<file path="config.mk">
export PLATFORM = sky130hd
export DESIGN_NAME = nand_host
export DESIGN_NICKNAME = d
export VERILOG_FILES = /design/src/nand_host_pkg.sv /design/src/nand_host.sv
export VERILOG_INCLUDE_DIRS = /design/src /design/src/src
export SDC_FILE = /design/constraint.sdc
export NUM_CORES = 1
export LEC_CHECK = 0
export BUFFER_PORTS_ARGS = -buffer_cell sky130_fd_sc_hd__buf_2
export CAP_MARGIN = 10
export CELL_PAD_IN_SITES_DETAIL_PLACEMENT = 0
export CELL_PAD_IN_SITES_GLOBAL_PLACEMENT = 1
export CORE_MARGIN = 5
export CORE_UTILIZATION = 30
export DETAILED_ROUTE_END_ITERATION = 8
export GPL_TIMING_DRIVEN = 1
export PLACE_DENSITY_LB_ADDON = 0.1
export SLEW_MARGIN = 30
export SYNTH_ARGS = -nofsm -noshare
export SYNTH_HDL_FRONTEND = slang
export SYNTH_SLANG_ARGS = --single-unit
</file>
<file path="constraint.sdc">
create_clock -name MCLK -period 9.4 [get_ports MCLK]
set_input_delay 0.47 -clock MCLK [delete_from_list [all_inputs] [get_ports MCLK]]
set_output_delay 0.47 -clock MCLK [all_outputs]
set_load 0.005 [all_outputs]
</file>
<file path="src/nand_host_cfg.svh">
`ifndef NAND_HOST_CFG_SVH
`define NAND_HOST_CFG_SVH

// register byte offsets
`define REG_CTRL 8'h00
`define REG_STAT 8'h04
`define REG_COL 8'h08
`define REG_ROW 8'h0c
`define REG_CNT 8'h10
`define REG_DATA 8'h14
`define REG_ID 8'h18
`define REG_GEOM 8'h1c

// control and status field positions
`define CTRL_SKIP_BIT 3
`define STAT_DONE_BIT 1
`define STAT_ERR_BIT 2
`define STAT_FAIL_BIT 3
`define DEV_FAIL_BIT 0
`define DEV_READY_BIT 6

// command bytes
`define CMD_READ1 8'h00
`define CMD_READ2 8'h30
`define CMD_ID 8'h90
`define CMD_RND1 8'h05
`define CMD_RND2 8'he0
`define CMD_PROG1 8'h80
`define CMD_PROG2 8'h10
`define CMD_STATUS 8'h70
`define CMD_RESET 8'hff

// page size in bus words, and identify byte count
`define PAGE_WORDS_X8 2112
`define PAGE_WORDS_X16 1056
`define ID_BYTES 4

// timing
`define CLK_NS 10
`define STB_LO_NS 30
`define STB_HI_NS 30
`define TWB_NS 100
`define TWHR_NS 60
`define CYC_UP(ns) (((ns) + `CLK_NS - 1) / `CLK_NS)
`define STB_LO_CYC `CYC_UP(`STB_LO_NS)
`define STB_HI_CYC `CYC_UP(`STB_HI_NS)
`define TWB_CYC `CYC_UP(`TWB_NS)
`define TWHR_CYC `CYC_UP(`TWHR_NS)
// longest busy wait: program time 700 us
`define BUSY_MAX_US 700
`define BUSY_MAX_CYC (`BUSY_MAX_US * 1000 / `CLK_NS)

`endif

</file>
<file path="src/nand_host_pkg.sv">
`default_nettype none
package nand_host_pkg;
	typedef struct packed {
		logic ce_n;
		logic cle;
		logic ale;
		logic we_n;
		logic re_n;
		logic io_oe;
		logic [15:0] io;
	} nand_out_s;

	typedef struct packed {
		logic rb;
		logic [15:0] io;
	} nand_in_s;

	typedef enum logic [2:0] {
		OP_NONE = 3'h0,
		OP_READ = 3'h1,
		OP_ID = 3'h2,
		OP_RNDOUT = 3'h3,
		OP_PROG = 3'h4,
		OP_RESET = 3'h5,
		OP_STATUS = 3'h6
	} op_e;

	typedef enum logic [2:0] {
		K_CMD = 3'h0,
		K_ADR = 3'h1,
		K_WAIT = 3'h2,
		K_GAP = 3'h3,
		K_RD = 3'h4,
		K_WR = 3'h5,
		K_END = 3'h6
	} kind_e;

	typedef enum logic [2:0] {
		S_IDLE = 3'h0,
		S_LOAD = 3'h1,
		S_LO = 3'h2,
		S_HI = 3'h3,
		S_BUSY = 3'h4,
		S_GAP = 3'h5
	} seq_e;

	typedef struct packed {
		kind_e kind;
		logic [7:0] val;
	} item_s;
endpackage : nand_host_pkg
`default_nettype wire

</file>
<file path="src/nand_host.sv">
// Design decisions made here: the placing of the registers and the APB interface to the registers.
`include "nand_host_cfg.svh"
`default_nettype none

module nand_host #(
	parameter bit BUS16 = 1'b0,
	parameter int NBAD = 8,
	parameter int BUSY_LIMIT = `BUSY_MAX_CYC
) (
	input wire logic MCLK,
	input wire logic RST_N,
	input wire logic PSEL,
	input wire logic PENABLE,
	input wire logic PWRITE,
	input wire logic [7:0] PADDR,
	input wire logic [31:0] PWDATA,
	output logic PREADY,
	output logic [31:0] PRDATA,
	output logic PSLVERR,
	input wire nand_host_pkg::nand_in_s NAND_I,
	output var nand_host_pkg::nand_out_s NAND_O
);
	import nand_host_pkg::*;

	localparam logic [11:0] PAGE_WORDS = BUS16 ? 12'(`PAGE_WORDS_X16) : 12'(`PAGE_WORDS_X8);
	localparam logic [3:0] LO_CYC = 4'(`STB_LO_CYC);
	localparam logic [3:0] HI_CYC = 4'(`STB_HI_CYC);
	localparam logic [16:0] BUSY_LIM = 17'(BUSY_LIMIT);

	typedef struct packed {
		seq_e st;
		op_e op;
		kind_e kind;
		logic [3:0] step;
		logic [11:0] words;
		logic [3:0] cnt;
		logic [16:0] tmr;
		logic busy;
		logic done;
		logic err;
		logic fail;
		logic rvalid;
		logic wvalid;
		logic last_read;
		logic [11:0] col;
		logic [15:0] row;
		logic [11:0] count;
		logic [15:0] rdata;
		logic [15:0] wdata;
		logic [31:0] id;
		logic [7:0] stat;
		logic [9:0] cur_blk;
		logic [6:0] next_pg;
		logic [NBAD-1:0] bad_v;
		logic [NBAD-1:0][9:0] bad_blk;
		nand_out_s pins;
		logic pready;
		logic pslverr;
		logic [31:0] prdata;
	} state_s;

	state_s q_r;
	state_s q_nxt;

	////////////////////////////////////////////////////////////////////////////////
	// command sequences, one item per step
	function automatic item_s item_at(input op_e op, input logic [3:0] step,
			input logic [11:0] col, input logic [15:0] row);
		item_s it;
		logic [3:0][7:0] ab;
		it = '{K_END, 8'h00};
		ab[0] = col[7:0];
		ab[1] = BUS16 ? {5'h00, col[10:8]} : {4'h0, col[11:8]};
		ab[2] = row[7:0];
		ab[3] = row[15:8];
		case (op)
			OP_READ: begin
				case (step)
					4'h0: it = '{K_CMD, `CMD_READ1};
					4'h1, 4'h2, 4'h3, 4'h4: it = '{K_ADR, ab[2'(step - 4'h1)]};
					4'h5: it = '{K_CMD, `CMD_READ2};
					4'h6: it = '{K_WAIT, 8'h00};
					4'h7: it = '{K_RD, 8'h00};
					default: it = '{K_END, 8'h00};
				endcase
			end
			OP_ID: begin
				case (step)
					4'h0: it = '{K_CMD, `CMD_ID};
					4'h1: it = '{K_ADR, 8'h00};
					4'h2: it = '{K_GAP, 8'h00};
					4'h3: it = '{K_RD, 8'h00};
					default: it = '{K_END, 8'h00};
				endcase
			end
			OP_RNDOUT: begin
				case (step)
					4'h0: it = '{K_CMD, `CMD_RND1};
					4'h1, 4'h2: it = '{K_ADR, ab[2'(step - 4'h1)]};
					4'h3: it = '{K_CMD, `CMD_RND2};
					4'h4: it = '{K_GAP, 8'h00};
					4'h5: it = '{K_RD, 8'h00};
					default: it = '{K_END, 8'h00};
				endcase
			end
			OP_PROG: begin
				case (step)
					4'h0: it = '{K_CMD, `CMD_PROG1};
					4'h1, 4'h2, 4'h3, 4'h4: it = '{K_ADR, ab[2'(step - 4'h1)]};
					4'h5: it = '{K_WR, 8'h00};
					4'h6: it = '{K_CMD, `CMD_PROG2};
					4'h7: it = '{K_WAIT, 8'h00};
					4'h8: it = '{K_CMD, `CMD_STATUS};
					4'h9: it = '{K_GAP, 8'h00};
					4'ha: it = '{K_RD, 8'h00};
					default: it = '{K_END, 8'h00};
				endcase
			end
			OP_RESET: begin
				case (step)
					4'h0: it = '{K_CMD, `CMD_RESET};
					4'h1: it = '{K_WAIT, 8'h00};
					default: it = '{K_END, 8'h00};
				endcase
			end
			OP_STATUS: begin
				case (step)
					4'h0: it = '{K_CMD, `CMD_STATUS};
					4'h1: it = '{K_GAP, 8'h00};
					4'h2: it = '{K_RD, 8'h00};
					default: it = '{K_END, 8'h00};
				endcase
			end
			default: it = '{K_END, 8'h00};
		endcase
		return it;
	endfunction : item_at

	// decoded geometry from the fourth identify byte
	function automatic logic [31:0] geom(input logic [7:0] b);
		logic [3:0] page_kb;
		logic [8:0] blk_kb;
		logic [4:0] spare;
		logic [6:0] acc_ns;
		case (b[1:0])
			2'h0: page_kb = 4'h1;
			2'h1: page_kb = 4'h2;
			default: page_kb = 4'h0;
		endcase
		case (b[5:4])
			2'h0: blk_kb = 9'h040;
			2'h1: blk_kb = 9'h080;
			2'h2: blk_kb = 9'h100;
			default: blk_kb = 9'h000;
		endcase
		spare = b[2] ? 5'h10 : 5'h08;
		case ({b[7], b[3]})
			2'h0: acc_ns = 7'h32;
			2'h2: acc_ns = 7'h19;
			default: acc_ns = 7'h00;
		endcase
		return {6'h00, acc_ns, b[6], spare, blk_kb, page_kb};
	endfunction : geom

	////////////////////////////////////////////////////////////////////////////////
	// next state
	always_comb begin
		item_s it;
		op_e wop;
		logic setup;
		logic complete;
		logic bad_hit;
		logic ord_ok;
		logic cnt_ok;
		logic [9:0] blk;
		logic [5:0] pg;
		it = item_at(q_r.op, q_r.step, q_r.col, q_r.row);
		wop = op_e'(PWDATA[2:0]);
		setup = PSEL & PENABLE & ~q_r.pready;
		complete = PSEL & PENABLE & q_r.pready;
		blk = q_r.row[15:6];
		pg = q_r.row[5:0];
		bad_hit = 1'b0;
		for (int i = 0; i < NBAD; i++) begin
			if (q_r.bad_v[i] && q_r.bad_blk[i] == blk) begin
				bad_hit = 1'b1;
			end
		end
		ord_ok = (pg == 6'h00) || (blk == q_r.cur_blk && {1'b0, pg} == q_r.next_pg);
		cnt_ok = q_r.count != 12'h000 && q_r.count <= PAGE_WORDS;
		q_nxt = q_r;
		q_nxt.pready = 1'b0;
		q_nxt.pslverr = 1'b0;

		// bus answer, one wait state
		if (setup) begin
			q_nxt.pready = 1'b1;
			q_nxt.prdata = 32'h0000_0000;
			case (PADDR)
				`REG_CTRL: begin
					q_nxt.prdata = {29'h0, q_r.op};
					q_nxt.pslverr = PWRITE & q_r.busy;
				end
				`REG_STAT: q_nxt.prdata = {16'h0, q_r.stat, NAND_I.rb, q_r.last_read,
						q_r.wvalid, q_r.rvalid, q_r.fail, q_r.err, q_r.done, q_r.busy};
				`REG_COL: q_nxt.prdata = {20'h0, q_r.col};
				`REG_ROW: q_nxt.prdata = {16'h0, q_r.row};
				`REG_CNT: q_nxt.prdata = {20'h0, q_r.count};
				`REG_DATA: begin
					q_nxt.prdata = {16'h0, q_r.rdata};
					q_nxt.pslverr = PWRITE & q_r.wvalid;
				end
				`REG_ID: q_nxt.prdata = q_r.id;
				`REG_GEOM: q_nxt.prdata = geom(q_r.id[31:24]);
				default: q_nxt.pslverr = 1'b1;
			endcase
		end

		// bus effects at the completing edge
		if (complete && PWRITE) begin
			case (PADDR)
				`REG_CTRL: begin
					if (!q_r.busy) begin
						if (wop == OP_NONE || wop > OP_STATUS
								|| ((wop == OP_READ || wop == OP_RNDOUT || wop == OP_PROG) && !cnt_ok)
								|| (wop == OP_PROG && (bad_hit || !ord_ok))) begin
							q_nxt.err = 1'b1;
						end else begin
							q_nxt.busy = 1'b1;
							q_nxt.op = wop;
							q_nxt.st = S_LOAD;
							q_nxt.step = (wop == OP_READ && PWDATA[`CTRL_SKIP_BIT] && q_r.last_read)
									? 4'h1 : 4'h0;
							q_nxt.words = (wop == OP_ID) ? 12'(`ID_BYTES) :
									(wop == OP_RESET || wop == OP_STATUS) ? 12'h001 : q_r.count;
							q_nxt.last_read = 1'b0;
							if (wop == OP_PROG) begin
								q_nxt.cur_blk = blk;
								q_nxt.next_pg = 7'({1'b0, pg} + 7'h01);
							end
						end
					end
				end
				`REG_STAT: begin
					if (PWDATA[`STAT_DONE_BIT]) q_nxt.done = 1'b0;
					if (PWDATA[`STAT_ERR_BIT]) q_nxt.err = 1'b0;
					if (PWDATA[`STAT_FAIL_BIT]) q_nxt.fail = 1'b0;
				end
				`REG_COL: if (!q_r.busy) q_nxt.col = PWDATA[11:0];
				`REG_ROW: if (!q_r.busy) q_nxt.row = PWDATA[15:0];
				`REG_CNT: if (!q_r.busy) q_nxt.count = PWDATA[11:0];
				`REG_DATA: begin
					if (!q_r.wvalid) begin
						q_nxt.wdata = BUS16 ? PWDATA[15:0] : {8'h00, PWDATA[7:0]};
						q_nxt.wvalid = 1'b1;
					end
				end
				default: ;
			endcase
		end
		if (complete && !PWRITE && PADDR == `REG_DATA) begin
			q_nxt.rvalid = 1'b0;
		end

		// pin sequencer; its sets come after the software clears
		case (q_r.st)
			S_IDLE: q_nxt.pins.ce_n = 1'b1;
			S_LOAD: begin
				q_nxt.kind = it.kind;
				q_nxt.cnt = LO_CYC - 4'h1;
				case (it.kind)
					K_CMD, K_ADR: begin
						q_nxt.pins.ce_n = 1'b0;
						q_nxt.pins.cle = (it.kind == K_CMD);
						q_nxt.pins.ale = (it.kind == K_ADR);
						q_nxt.pins.io = {8'h00, it.val};
						q_nxt.pins.io_oe = 1'b1;
						q_nxt.pins.we_n = 1'b0;
						q_nxt.st = S_LO;
					end
					K_WR: begin
						if (q_r.wvalid) begin
							q_nxt.pins.ce_n = 1'b0;
							q_nxt.pins.cle = 1'b0;
							q_nxt.pins.ale = 1'b0;
							q_nxt.pins.io = q_r.wdata;
							q_nxt.pins.io_oe = 1'b1;
							q_nxt.pins.we_n = 1'b0;
							q_nxt.wvalid = 1'b0;
							q_nxt.st = S_LO;
						end else begin
							q_nxt.pins.ce_n = 1'b1;
						end
					end
					K_RD: begin
						if (q_r.rvalid && (q_r.op == OP_READ || q_r.op == OP_RNDOUT)) begin
							q_nxt.pins.ce_n = 1'b1;
						end else begin
							q_nxt.pins.ce_n = 1'b0;
							q_nxt.pins.cle = 1'b0;
							q_nxt.pins.ale = 1'b0;
							q_nxt.pins.io_oe = 1'b0;
							q_nxt.pins.re_n = 1'b0;
							q_nxt.st = S_LO;
						end
					end
					K_WAIT: begin
						q_nxt.cnt = 4'(`TWB_CYC);
						q_nxt.tmr = 17'h00000;
						q_nxt.st = S_BUSY;
					end
					K_GAP: begin
						q_nxt.cnt = 4'(`TWHR_CYC);
						q_nxt.st = S_GAP;
					end
					default: begin
						q_nxt.pins.ce_n = 1'b1;
						q_nxt.busy = 1'b0;
						q_nxt.done = 1'b1;
						q_nxt.last_read = (q_r.op == OP_READ || q_r.op == OP_RNDOUT);
						q_nxt.st = S_IDLE;
						if (q_r.op == OP_PROG && q_r.stat[`DEV_FAIL_BIT]) begin
							q_nxt.fail = 1'b1;
							for (int i = NBAD - 1; i >= 0; i--) begin
								if (!q_r.bad_v[i]) begin
									q_nxt.bad_v = q_r.bad_v | (NBAD'(1) << i);
									q_nxt.bad_blk[i] = blk;
								end
							end
						end
					end
				endcase
			end
			S_LO: begin
				if (q_r.cnt == 4'h0) begin
					if (q_r.kind == K_RD) begin
						case (q_r.op)
							OP_ID: q_nxt.id = {NAND_I.io[7:0], q_r.id[31:8]};
							OP_PROG, OP_STATUS: q_nxt.stat = NAND_I.io[7:0];
							default: begin
								q_nxt.rdata = BUS16 ? NAND_I.io : {8'h00, NAND_I.io[7:0]};
								q_nxt.rvalid = 1'b1;
							end
						endcase
					end
					q_nxt.pins.we_n = 1'b1;
					q_nxt.pins.re_n = 1'b1;
					q_nxt.cnt = HI_CYC - 4'h1;
					q_nxt.st = S_HI;
				end else begin
					q_nxt.cnt = q_r.cnt - 4'h1;
				end
			end
			S_HI: begin
				if (q_r.cnt == 4'h0) begin
					q_nxt.pins.io_oe = 1'b0;
					q_nxt.pins.cle = 1'b0;
					q_nxt.pins.ale = 1'b0;
					if ((q_r.kind == K_RD || q_r.kind == K_WR) && q_r.words > 12'h001) begin
						q_nxt.words = q_r.words - 12'h001;
					end else begin
						// word count survives command and address items
						q_nxt.step = q_r.step + 4'h1;
					end
					q_nxt.st = S_LOAD;
				end else begin
					q_nxt.cnt = q_r.cnt - 4'h1;
				end
			end
			S_BUSY: begin
				q_nxt.tmr = q_r.tmr + 17'h00001;
				if (q_r.cnt != 4'h0) begin
					q_nxt.cnt = q_r.cnt - 4'h1;
				end else if (NAND_I.rb) begin
					q_nxt.step = q_r.step + 4'h1;
					q_nxt.st = S_LOAD;
				end else if (q_r.tmr >= BUSY_LIM) begin
					q_nxt.err = 1'b1;
					q_nxt.step = 4'hf;
					q_nxt.st = S_LOAD;
				end
			end
			S_GAP: begin
				if (q_r.cnt == 4'h0) begin
					q_nxt.step = q_r.step + 4'h1;
					q_nxt.st = S_LOAD;
				end else begin
					q_nxt.cnt = q_r.cnt - 4'h1;
				end
			end
			default: q_nxt.st = S_IDLE;
		endcase
	end

	////////////////////////////////////////////////////////////////////////////////
	// state register
	always_ff @(posedge MCLK or negedge RST_N) begin
		if (!RST_N) begin
			q_r <= '0;
			q_r.pins.ce_n <= 1'b1;
			q_r.pins.we_n <= 1'b1;
			q_r.pins.re_n <= 1'b1;
		end else begin
			q_r <= q_nxt;
		end
	end

	assign PREADY = q_r.pready;
	assign PRDATA = q_r.prdata;
	assign PSLVERR = q_r.pslverr;
	assign NAND_O = q_r.pins;
endmodule : nand_host
`default_nettype wire

</file>
==> results of run 1 <==
through the flow:
step | std cells | worst slack (ns) | util
final | 2238 | 4.556 | 0.3431
after global routing | 2237 | 4.191 | 0.3430
after CTS | 2236 | 4.516 | 0.3424
after detailed placement | 2163 | 4.532 | 0.3172
after global placement | 2163 | 4.541 | 0.3171
after floorplan | 1515 | 6.009 | -
flip-flops by register name (all words and copies together), names as in the netlist:
register	flops
PRDATA	32
q_r	254
PSLVERR	1
PREADY	1
NAND_O	14
worst max-delay path: cells and delay by family, from the launching register on:
kind / cells / cell delay (ns)
DFF: 1 / 0.93
and+or+nand+nor: 6 / 2.26
buffers and inverters: 2 / 0.39
AOI/OAI and AO/OA: 2 / 0.30
adders and majority gates: 1 / 0.42
muxes: 1 / 0.36
per-layer routing:
layer | part of all wire | global-route usage | up-vias
met5 | 0 | 0 | -
met4 | 0.024 | 0.04172 | 0
met3 | 0.038 | 0.02925 | 60
met2 | 0.46 | 0.2521 | 194
met1 | 0.48 | 0.2320 | 5765
li1 | - | - | 5372
kinds of logic after synthesis:
logic type      after synthesis  share of synthesized area
other cells                   1                  0.0002340
fa+ha+maj                    12                   0.009369
simple gates                438                     0.1413
xor+xnor                    104                    0.05684
buf+inv                     166                    0.05457
flops                       302                     0.4718
mux                         209                     0.1515
compound gates              276                     0.1143
final timing paths:
| kind | from | to | slack [ns] | cells past startpoint |
|---|---|---|---|---|
| setup / recovery | q_r[313]$_DFF_PN0_ | q_r[97]$_DFFE_PN0P_ | 4.56 | 12 |
| hold / removal | PWDATA[15] | q_r[260]$_DFFE_PN0P_ | 0.14 | 2 |
| setup reg to reg | q_r[313]$_DFF_PN0_ | q_r[97]$_DFFE_PN0P_ | 4.56 | 12 |
| hold reg to reg | PRDATA[31]$_DFFE_PN0P_ | PRDATA[31]$_DFFE_PN0P_ | 0.46 | 2 |
| max in group asynchronous | RST_N | q_r[104]$_DFFE_PN0P_ | 7.19 | 4 |
| min in group asynchronous | RST_N | q_r[315]$_DFF_PN0_ | 0.52 | 2 |
power by group:
| group | switching [W] | internal, W |
|---|---|---|
| combinational | 0.0000727 | 0.0000353 |
| clock | 0.000604 | 0.000922 |
| sequential | 0.0000185 | 0.00132 |
| total | 0.000696 | 0.00228 |
layout make-up:
| cell class | count | area share |
|---|---|---|
| diodes | 1 | 0.0001383 |
| clock buffers | 66 | 0.06788 |
| clock inverters | 6 | 0.005254 |
| inverters | 19 | 0.003940 |
| multi-input cells | 1047 | 0.4215 |
| flip-flops and latches | 302 | 0.4177 |
| well taps | 688 | 0.04756 |
| repair buffers | 109 | 0.03595 |
Yosys cell counts, types with 22 or more instances:
cell and number:
a21oi_1 49, a31oi_1 22, buf_4 54, clkbuf_1 50, dfrtp_1 299, mux2_1 82
mux2_2 107, nand2_1 110, nand3_1 47, nand4_1 26, nor2_1 104, nor3_1 40
o21ai_0 68, xnor2_1 84
timing repair:
item / in CTS / in global routing
hold endpoints to repair: 74 / 0
hold buffers: 1 / 0
setup endpoints to repair: 0 / 0
==> results.tsv, run 1 <==
metric	value	unit
htree depth	2	
Via density	5.090	
clock-pin slew on the worst setup and hold paths	0.06	ns
post-synthesis sequential area ratio	0.4718	
post-synth cell types	80	
top cell type's share of synthesized area	0.4669	
yosys warns	0	
required time of the critical path	9.83	ns
Cell Area, Synth	16030	um2
layout cells sized above 1	0.2124	
Antenna Violating Nets Remaining	0	
Final TNS setup	0	ns
static leakage	8.423	nW
critical path data arrival time	5.27	ns
1st-pass router iterations	5	
post-route minimum period	4.844	ns
hpwl dp	31860	um
Remaining Overflow, GRT	0	
Syn Area/Cell	10.63	um2
initial antenna violation count	0	
CTS tree	built	
DP Area	16730	um2
num ports	118	
Crit Path Max Fanout	19	
Syn Inst Count	1508	
clock sinks	302	
drt wl/cell	21.05	um
DR iter-0 viols	638	
Fin. Hold Viols	0	
core footprint	52760	um2
Layout area overhead	12.95	%
worst hold path class	primary input to flop	
Final Max Slew Viols	0	
Num CTS Buffers	39	
top cells by area, synth	dfrtp_1 (47%), mux2_2 (7.5%), mux2_1 (5.8%)	
Max IR drop VDD	103.5	uV
post-route cell area	18100	um2
Hold Worst Slack	0.1398	ns
initial core utilization	0.3037	
Chip Height	241.1	um
first-pass GRT wire length	72900	um
number of max-cap violations	0	
Worst Skew	0.02217	ns
Worst Tran Pin Value	0.9508	ns
number of synthesized flops with an enable pin	0	
Final setup viols	0	
status	complete, no violations	
Routability Congestion	0.7613	
multi-input logic area	7630	um2
Power Total	0.002973	W
slowest stage delay, CP	0.93	ns
Routed Wire Length	47110	um
std cell rows	84	
P per Cell Area	164.2	nW/um2
Final nets	1592	
ys flop type	dfrtp_1	
Worst-Skew Late Latency	0.57	ns
clk buf depth	3	
via count	11390	
ordered list of cells on the worst path	inv_1 -> ha_1 -> nor4_1 -> nand3b_1 -> a21oi_1 -> o221ai_1 -> buf_4 -> nand2_1 -> nor2_2 -> nand3_2 -> nor2_8 -> mux2_1	
Async S/R FF share, synth	1.000	
post-cts gate resize count	0	
most frequent cells in the layout	dfrtp_1 (299), nand2_1 (110), mux2_2 (107)	
cell taking the most area after synthesis	dfrtp_1	
Crit Path Category	flop to flop	
CTS Root Cell	clkbuf_16	
post-CTS setup buffers	0	
CP max stage cell	dfrtp_1	
#FFs+latches synth	302	
die span in x	241.1	um
max_slew headroom	0.3654	
largest net degree at the start of global routing	171	
critical path launch point type	flop	
GRT Total Usage	0.1612	
part of the cycle the worst path needs	0.5153	
fillers	5411	
CP Capture Type	flop	
vias in the first global route	11520	
RSZ-0062 raised after global routing	no	
die area	58140	um2
Seq. cell area	7561	um2
I/O Buffers	85	
leading cell type in the layout, fill and taps excluded	dfrtp_1	
f_max	0.2065	GHz
DRC violations left	0	
(Power assumes the default switching activity.)
==> run 2, diff against run 1 <==
ABC_AREA = 1   (was unset)
clock period = 4.3 ns   (was 9.4 ns; I/O delays follow)
==> run 2 against run 1 <==
Sequential share of layout area fell by 2.3 points. Clock skew up 0.0054 ns. Utilization increased by 0.50 points. Worst setup slack worse by 4.0 ns. Combinational power grew 120%. Count of clock-buffer cells in the layout is 8 lower. Critical endpoint is now q_r[128]$_DFFE_PN0P_. Critical path type unchanged. Cell area is 5.9% higher. Fmax increased by 29%. Highest routed layer unchanged. Register-to-register slack got worse by 4.0 ns.
==> results.tsv, run 2 <==
metric	value	unit
max_slew headroom	0.4185	
Final Util	0.3480	
CP max stage cell	dfrtp_1	
fillers	5939	
Top delay family on crit path	simple AND/OR/NAND/NOR gates	
via count	14060	
Cell Area, Synth	16680	um2
Syn Inst Count	2146	
Seq. cell area	7561	um2
#FFs+latches synth	302	
top cell type's share of synthesized area	0.4485	
post-synth cell types	62	
GRT Total Usage	0.1807	
vias in the first global route	13600	
initial antenna violation count	0	
CTS tree	built	
std cell rows	86	
Antenna Violating Nets Remaining	0	
most common library cells after synthesis	nand2_1 (578), dfrtp_1 (299), inv_1 (269)	
multi-input logic area	7213	um2
die span in x	245.8	um
first-pass GRT wire length	84950	um
Max IR drop VDD	265.8	uV
hpwl dp	38670	um
Final TNS setup	0	ns
clock-pin slew on the worst setup and hold paths	0.06	ns
Layout area overhead	14.93	%
Crit Path Category	flop to flop	
required time of the critical path	4.78	ns
worst hold path class	primary input to flop	
number of synthesized flops with an enable pin	0	
met3 Use GR	0.02826	
num ports	118	
Hold Worst Slack	0.06099	ns
most frequent cell after synthesis	nand2_1	
initial core utilization	0.3028	
Largest Register	q_r	
slowest stage delay, CP	0.50	ns
Most Used Layer, Global Route	met2	
part of the cycle the worst path needs	0.8717	
P per Cell Area	346.0	nW/um2
Global Route met1 Usage	0.2704	
Final setup viols	0	
Final nets	2271	
Fin. Hold Viols	0	
post-route minimum period	3.748	ns
DR iter-0 viols	1000	
ys flop type	dfrtp_1	
WP buf/inv	4	
layout cells sized above 1	0.1364	
top cells by area, synth	dfrtp_1 (45%), nand2_1 (13%), o21ai_0 (6.5%)	
Setup crit start	q_r[313]$_DFF_PN0_	
ordered list of cells on the worst path	inv_1 -> buf_4 -> ha_1 -> nand2_2 -> nand2_4 -> nor2_4 -> nand2_2 -> nor2_4 -> nand2_2 -> nand3b_1 -> nand2_1 -> nand3_4 -> inv_4 -> nor2_4 -> nand4_2 -> inv_2 -> nand2_1 -> o21ai_0	
worst hold path startpoint	PWDATA[6]	
Syn Area/Cell	7.774	um2
RSZ-0062 raised after global routing	no	
number of max-cap violations	0	
Worst Skew	0.02754	ns
Crit Path Max Fanout	20	
DRC violations left	0	
htree depth	2	
f_max	0.2668	GHz
critical path launch point type	flop	
drt wl/cell	18.42	um
static leakage	8.945	nW
yosys warns	0	
core footprint	55090	um2
leading cell type in the layout, fill and taps excluded	nand2_1	
die area	60430	um2
CP Capture Type	flop	
R2R Path Start	q_r[313]$_DFF_PN0_	
Final Max Slew Viols	0	
max reg flops	254	
Via density	4.723	
critical path data arrival time	4.23	ns
1st-pass router iterations	5	
clk buf depth	3	
Routed Wire Length	54850	um
cell taking the most area after synthesis	dfrtp_1	
Worst-Skew Late Latency	0.59	ns
Routability Congestion	0.8592	
Async S/R FF share, synth	1.000	
largest net degree at the start of global routing	87	
clock sinks	302	
post-synthesis sequential area ratio	0.4532	
Chip Height	245.8	um
I/O Buffers	85	
Worst Tran Pin Value	0.8722	ns
Remaining Overflow, GRT	0	
Num CTS Buffers	40	
met2 global-route usage	0.2801	
most frequent cells in the layout	nand2_1 (576), dfrtp_1 (299), inv_1 (269)	
CTS Root Cell	clkbuf_16	
status	complete, no violations	
run 2: worst paths after layout:
| check | endpoint | slack (ns) | depth (start not counted) |
|---|---|---|---|
| worst min register to register | NAND_O[16]$_DFFE_PN0P_ | 0.47 | 2 |
| worst max-delay path | q_r[128]$_DFFE_PN0P_ | 0.55 | 18 |
| max in group asynchronous | q_r[178]$_DFFE_PN0P_ | 3.04 | 3 |
| worst min-delay path | q_r[267]$_DFFE_PN0P_ | 0.06 | 3 |
| worst max register to register | q_r[128]$_DFFE_PN0P_ | 0.55 | 18 |
| min in group asynchronous | q_r[109]$_DFFE_PN0P_ | 0.24 | 2 |
run 2: layout make-up:
cell class | instances | area share
clock inverters | 15 | 0.01220
flip-flops and latches | 302 | 0.3943
repair buffers | 144 | 0.05377
well taps | 748 | 0.04881
diodes | 1 | 0.0001305
multi-input cells | 1431 | 0.3762
clock buffers | 58 | 0.05990
inverters | 278 | 0.05468
run 2: layer usage:
layer / wire, um / up-vias / part of all wire
met1: 27150 / 6721 / 0.49
met4: 773 / 0 / 0.014
met2: 24540 / 290 / 0.45
met5: 0 / - / 0
met3: 2385 / 54 / 0.043
li1: - / 6994 / -
run 2: worst reg2reg max path, delay by kind of cell, from the launching register on:
kind	cells	cell delay (ns)
buf+inv	4	0.84
fa+ha+maj	1	0.26
flops	1	0.50
simple gates	12	1.77
compound gates	1	0.30
run 2: timing repair:
action                                 4_1_cts  5_1_grt
endpoints found under the hold margin      112        0
buffers inserted                             0        0
resized for setup                            0        0
hold buffers                                16        0
run 2: cell families (layout without fill, tap and decap cells):
group | count (synthesis) | count (layout) | synth area share
simple gates | 896 | 896 | 0.2254
compound gates | 473 | 473 | 0.1729
other cells | 1 | 9 | 0.0002248
flops | 302 | 302 | 0.4532
fa+ha+maj | 12 | 12 | 0.008999
buf+inv | 420 | 495 | 0.1169
xor+xnor | 40 | 40 | 0.02100
mux | 2 | 2 | 0.001350
run 2: per-stage QoR:
step | total power, W | worst slack [ns] | instances | cell area (um2)
detailed placement | 0.003153 | 0.5182 | 2887 | 17630
global placement | 0.003153 | 0.5436 | 2887 | 17620
floorplan | 0.003011 | 1.255 | 2153 | 16710
CTS | 0.006769 | 0.4957 | 2976 | 19170
finish | 0.006635 | 0.5519 | 2977 | 19170
global route | 0.006916 | 0.1635 | 2976 | 19170
run 2: power breakdown:
| group | internal [W] | switching [W] |
|---|---|---|
| combinational | 0.0000648 | 0.000177 |
| sequential | 0.00285 | 0.0000117 |
| clock | 0.00212 | 0.00141 |
| total | 0.00504 | 0.00160 |
==> run 3, diff against run 2 <==
CORE_UTILIZATION = 41   (was 30)
clock period = 3.3 ns   (was 4.3 ns; I/O delays follow)
==> run 3 against run 2 <==
Fmax is 24% higher. Global-route usage is 4.1 points higher. First-iteration DRC count grew 19%. Largest cell class unchanged.
==> results.tsv, run 3 (synthesis results as in run 2) <==
metric	value	unit
initial antenna violation count	0	
Final setup viols	0	
htree depth	2	
clk buf depth	3	
Routed Wire Length	49740	um
CP Capture Type	flop	
Routability Congestion	0.8751	
Final WS setup	0.2724	ns
DP Area	17460	um2
Num CTS Buffers	37	
worst hold path class	primary input to flop	
via count	14220	
static leakage	8.957	nW
clock sinks	302	
slowest stage delay, CP	0.44	ns
Final TNS setup	0	ns
clock-pin slew on the worst setup and hold paths	0.06	ns
CTS tree	built	
leading cell type in the layout, fill and taps excluded	nand2_1	
Worst-Skew Late Latency	0.55	ns
status	complete, no violations	
initial core utilization	0.4114	
layout cells sized above 1	0.1439	
vias in the first global route	13660	
drt wl/cell	17.91	um
1st-pass router iterations	5	
GRT Total Usage	0.2220	
required time of the critical path	3.71	ns
Via density	5.119	
Final Max Slew Viols	0	
CTS Root Cell	clkbuf_16	
Max IR drop VDD	298.1	uV
max_slew headroom	0.4232	
combinational share of power	0.037	
hpwl dp	35350	um
Final nets	2290	
Worst Skew	0.01188	ns
Worst Tran Pin Value	0.8620	ns
Remaining Overflow, GRT	0	
WP buf/inv	3	
Largest Register	q_r	
most frequent cells in the layout	nand2_1 (576), dfrtp_1 (298), inv_1 (268)	
max reg flops	254	
Switch Pwr	0.001864	W
first-pass GRT wire length	78350	um
power share of the sequential group	0.451	
core footprint	40550	um2
Crit Path Max Fanout	15	
ordered list of cells on the worst path	inv_1 -> ha_1 -> o21ai_4 -> nand2_4 -> nor2_4 -> nand2_2 -> nor2_4 -> nand2_2 -> nand3_1 -> nand2_1 -> nand3_2 -> inv_1 -> nor3_1 -> nand2_1 -> nand2_1 -> buf_4 -> o32ai_1	
P per Cell Area	437.2	nW/um2
number of max-cap violations	0	
num ports	118	
Reg2Reg Setup Slack	0.27	ns
critical path launch point type	flop	
Place WS	0.1054	ns
die area	44830	um2
Crit Path Category	flop to flop	
part of the cycle the worst path needs	0.9175	
Crit path top cell by count	nand2_1	
Pint	0.006414	W
Chip Height	211.7	um
std cell rows	74	
Sw Ratio	0.2252	
die span in x	211.7	um
largest net degree at the start of global routing	98	
Layout area overhead	13.51	%
Fin. Hold Viols	0	
clock share of power	0.512	
I/O Buffers	85	
Antenna Violating Nets Remaining	0	
DRC violations left	0	
post-route minimum period	3.028	ns
CP max stage cell	dfrtp_2	
post-route cell area	18940	um2
RSZ-0062 raised after global routing	no	
DR iter-0 viols	1191	
critical path data arrival time	3.44	ns
f_max	0.3303	GHz
Top delay family on crit path	simple AND/OR/NAND/NOR gates	
Hold Worst Slack	0.03171	ns
==> run 3: cell count changes in the layout (fill, tap and decap cells not counted), sizes merged <==
cell         previous run  this run
clkbuf                 58        54
inv                   276       273
buf                   128       147
dlygate4sd3            16        19
clkinvlp                0         1
==> run 3: what timing repair did <==
action | in CTS | in global routing
setup endpoints to repair | 0 | 77
buffers inserted | 0 | 0
endpoints found under the hold margin | 105 | 0
hold buffers | 19 | 0
resized for setup | 0 | 9
==> run 3: tightest hold or removal path: stages <==
cell     delay, ns
buf_2         0.12
nand2_1       0.06
nand2_1       0.06
nand2_1       0.04
nand2_1       0.05
a21oi_1       0.05
==> run 3: per-layer routing <==
| metal | share of wire | global-route usage | wire length (um) | up-vias |
|---|---|---|---|---|
| li1 | - | - | - | 7031 |
| met1 | 0.49 | 0.3277 | 24410 | 6801 |
| met2 | 0.44 | 0.3427 | 22010 | 316 |
| met3 | 0.045 | 0.03364 | 2243 | 67 |
| met4 | 0.021 | 0.05931 | 1068 | 0 |
| met5 | 0 | 0 | 0 | - |
==> run 3: path summary, 6_finish.rpt <==
kind,cells after the start,to,from
max,17,q_r[290]$_DFFE_PN0P_,q_r[313]$_DFF_PN0_
min,6,q_r[315]$_DFF_PN0_,NAND_I[16]
max reg2reg,17,q_r[290]$_DFFE_PN0P_,q_r[313]$_DFF_PN0_
min reg2reg,2,NAND_O[17]$_DFFE_PN1P_,NAND_O[17]$_DFFE_PN1P_
max in group asynchronous,3,q_r[183]$_DFFE_PN0P_,RST_N
min in group asynchronous,2,q_r[118]$_DFFE_PN0P_,RST_N
==> run 3: metrics by stage <==
| step | instances | total power, W | utilization |
|---|---|---|---|
| floorplan | 2153 | 0.003923 | - |
| global placement | 2690 | 0.004091 | 0.4305 |
| detailed placement | 2690 | 0.004094 | 0.4305 |
| CTS | 2776 | 0.008407 | 0.4664 |
| global route | 2776 | 0.008597 | 0.4669 |
| finish | 2777 | 0.008278 | 0.4670 |
==> run 3: layout make-up <==
| cell class | count | area [um2] |
|---|---|---|
| Clock inverter | 13 | 176.4 |
| Timing Repair Buffer | 166 | 1166 |
| Clock buffer | 54 | 1091 |
| Sequential cell | 302 | 7562 |
| Multi-Input combinational cell | 1431 | 7218 |
| Tap cell | 532 | 665.6 |
| Antenna cell | 1 | 2.502 |
| Inverter | 278 | 1055 |
| Fill cell | 4128 | 21620 |
==> run 3: power by group through the flow <==
stage | logic (W) | registers [W] | clock network (W)
after floorplan | 0.000130 | 0.00379 | 0
after global placement | 0.000296 | 0.00380 | 0
after detailed placement | 0.000298 | 0.00380 | 0
after CTS | 0.000317 | 0.00373 | 0.00436
after global routing | 0.000352 | 0.00373 | 0.00452
final | 0.000310 | 0.00373 | 0.00424
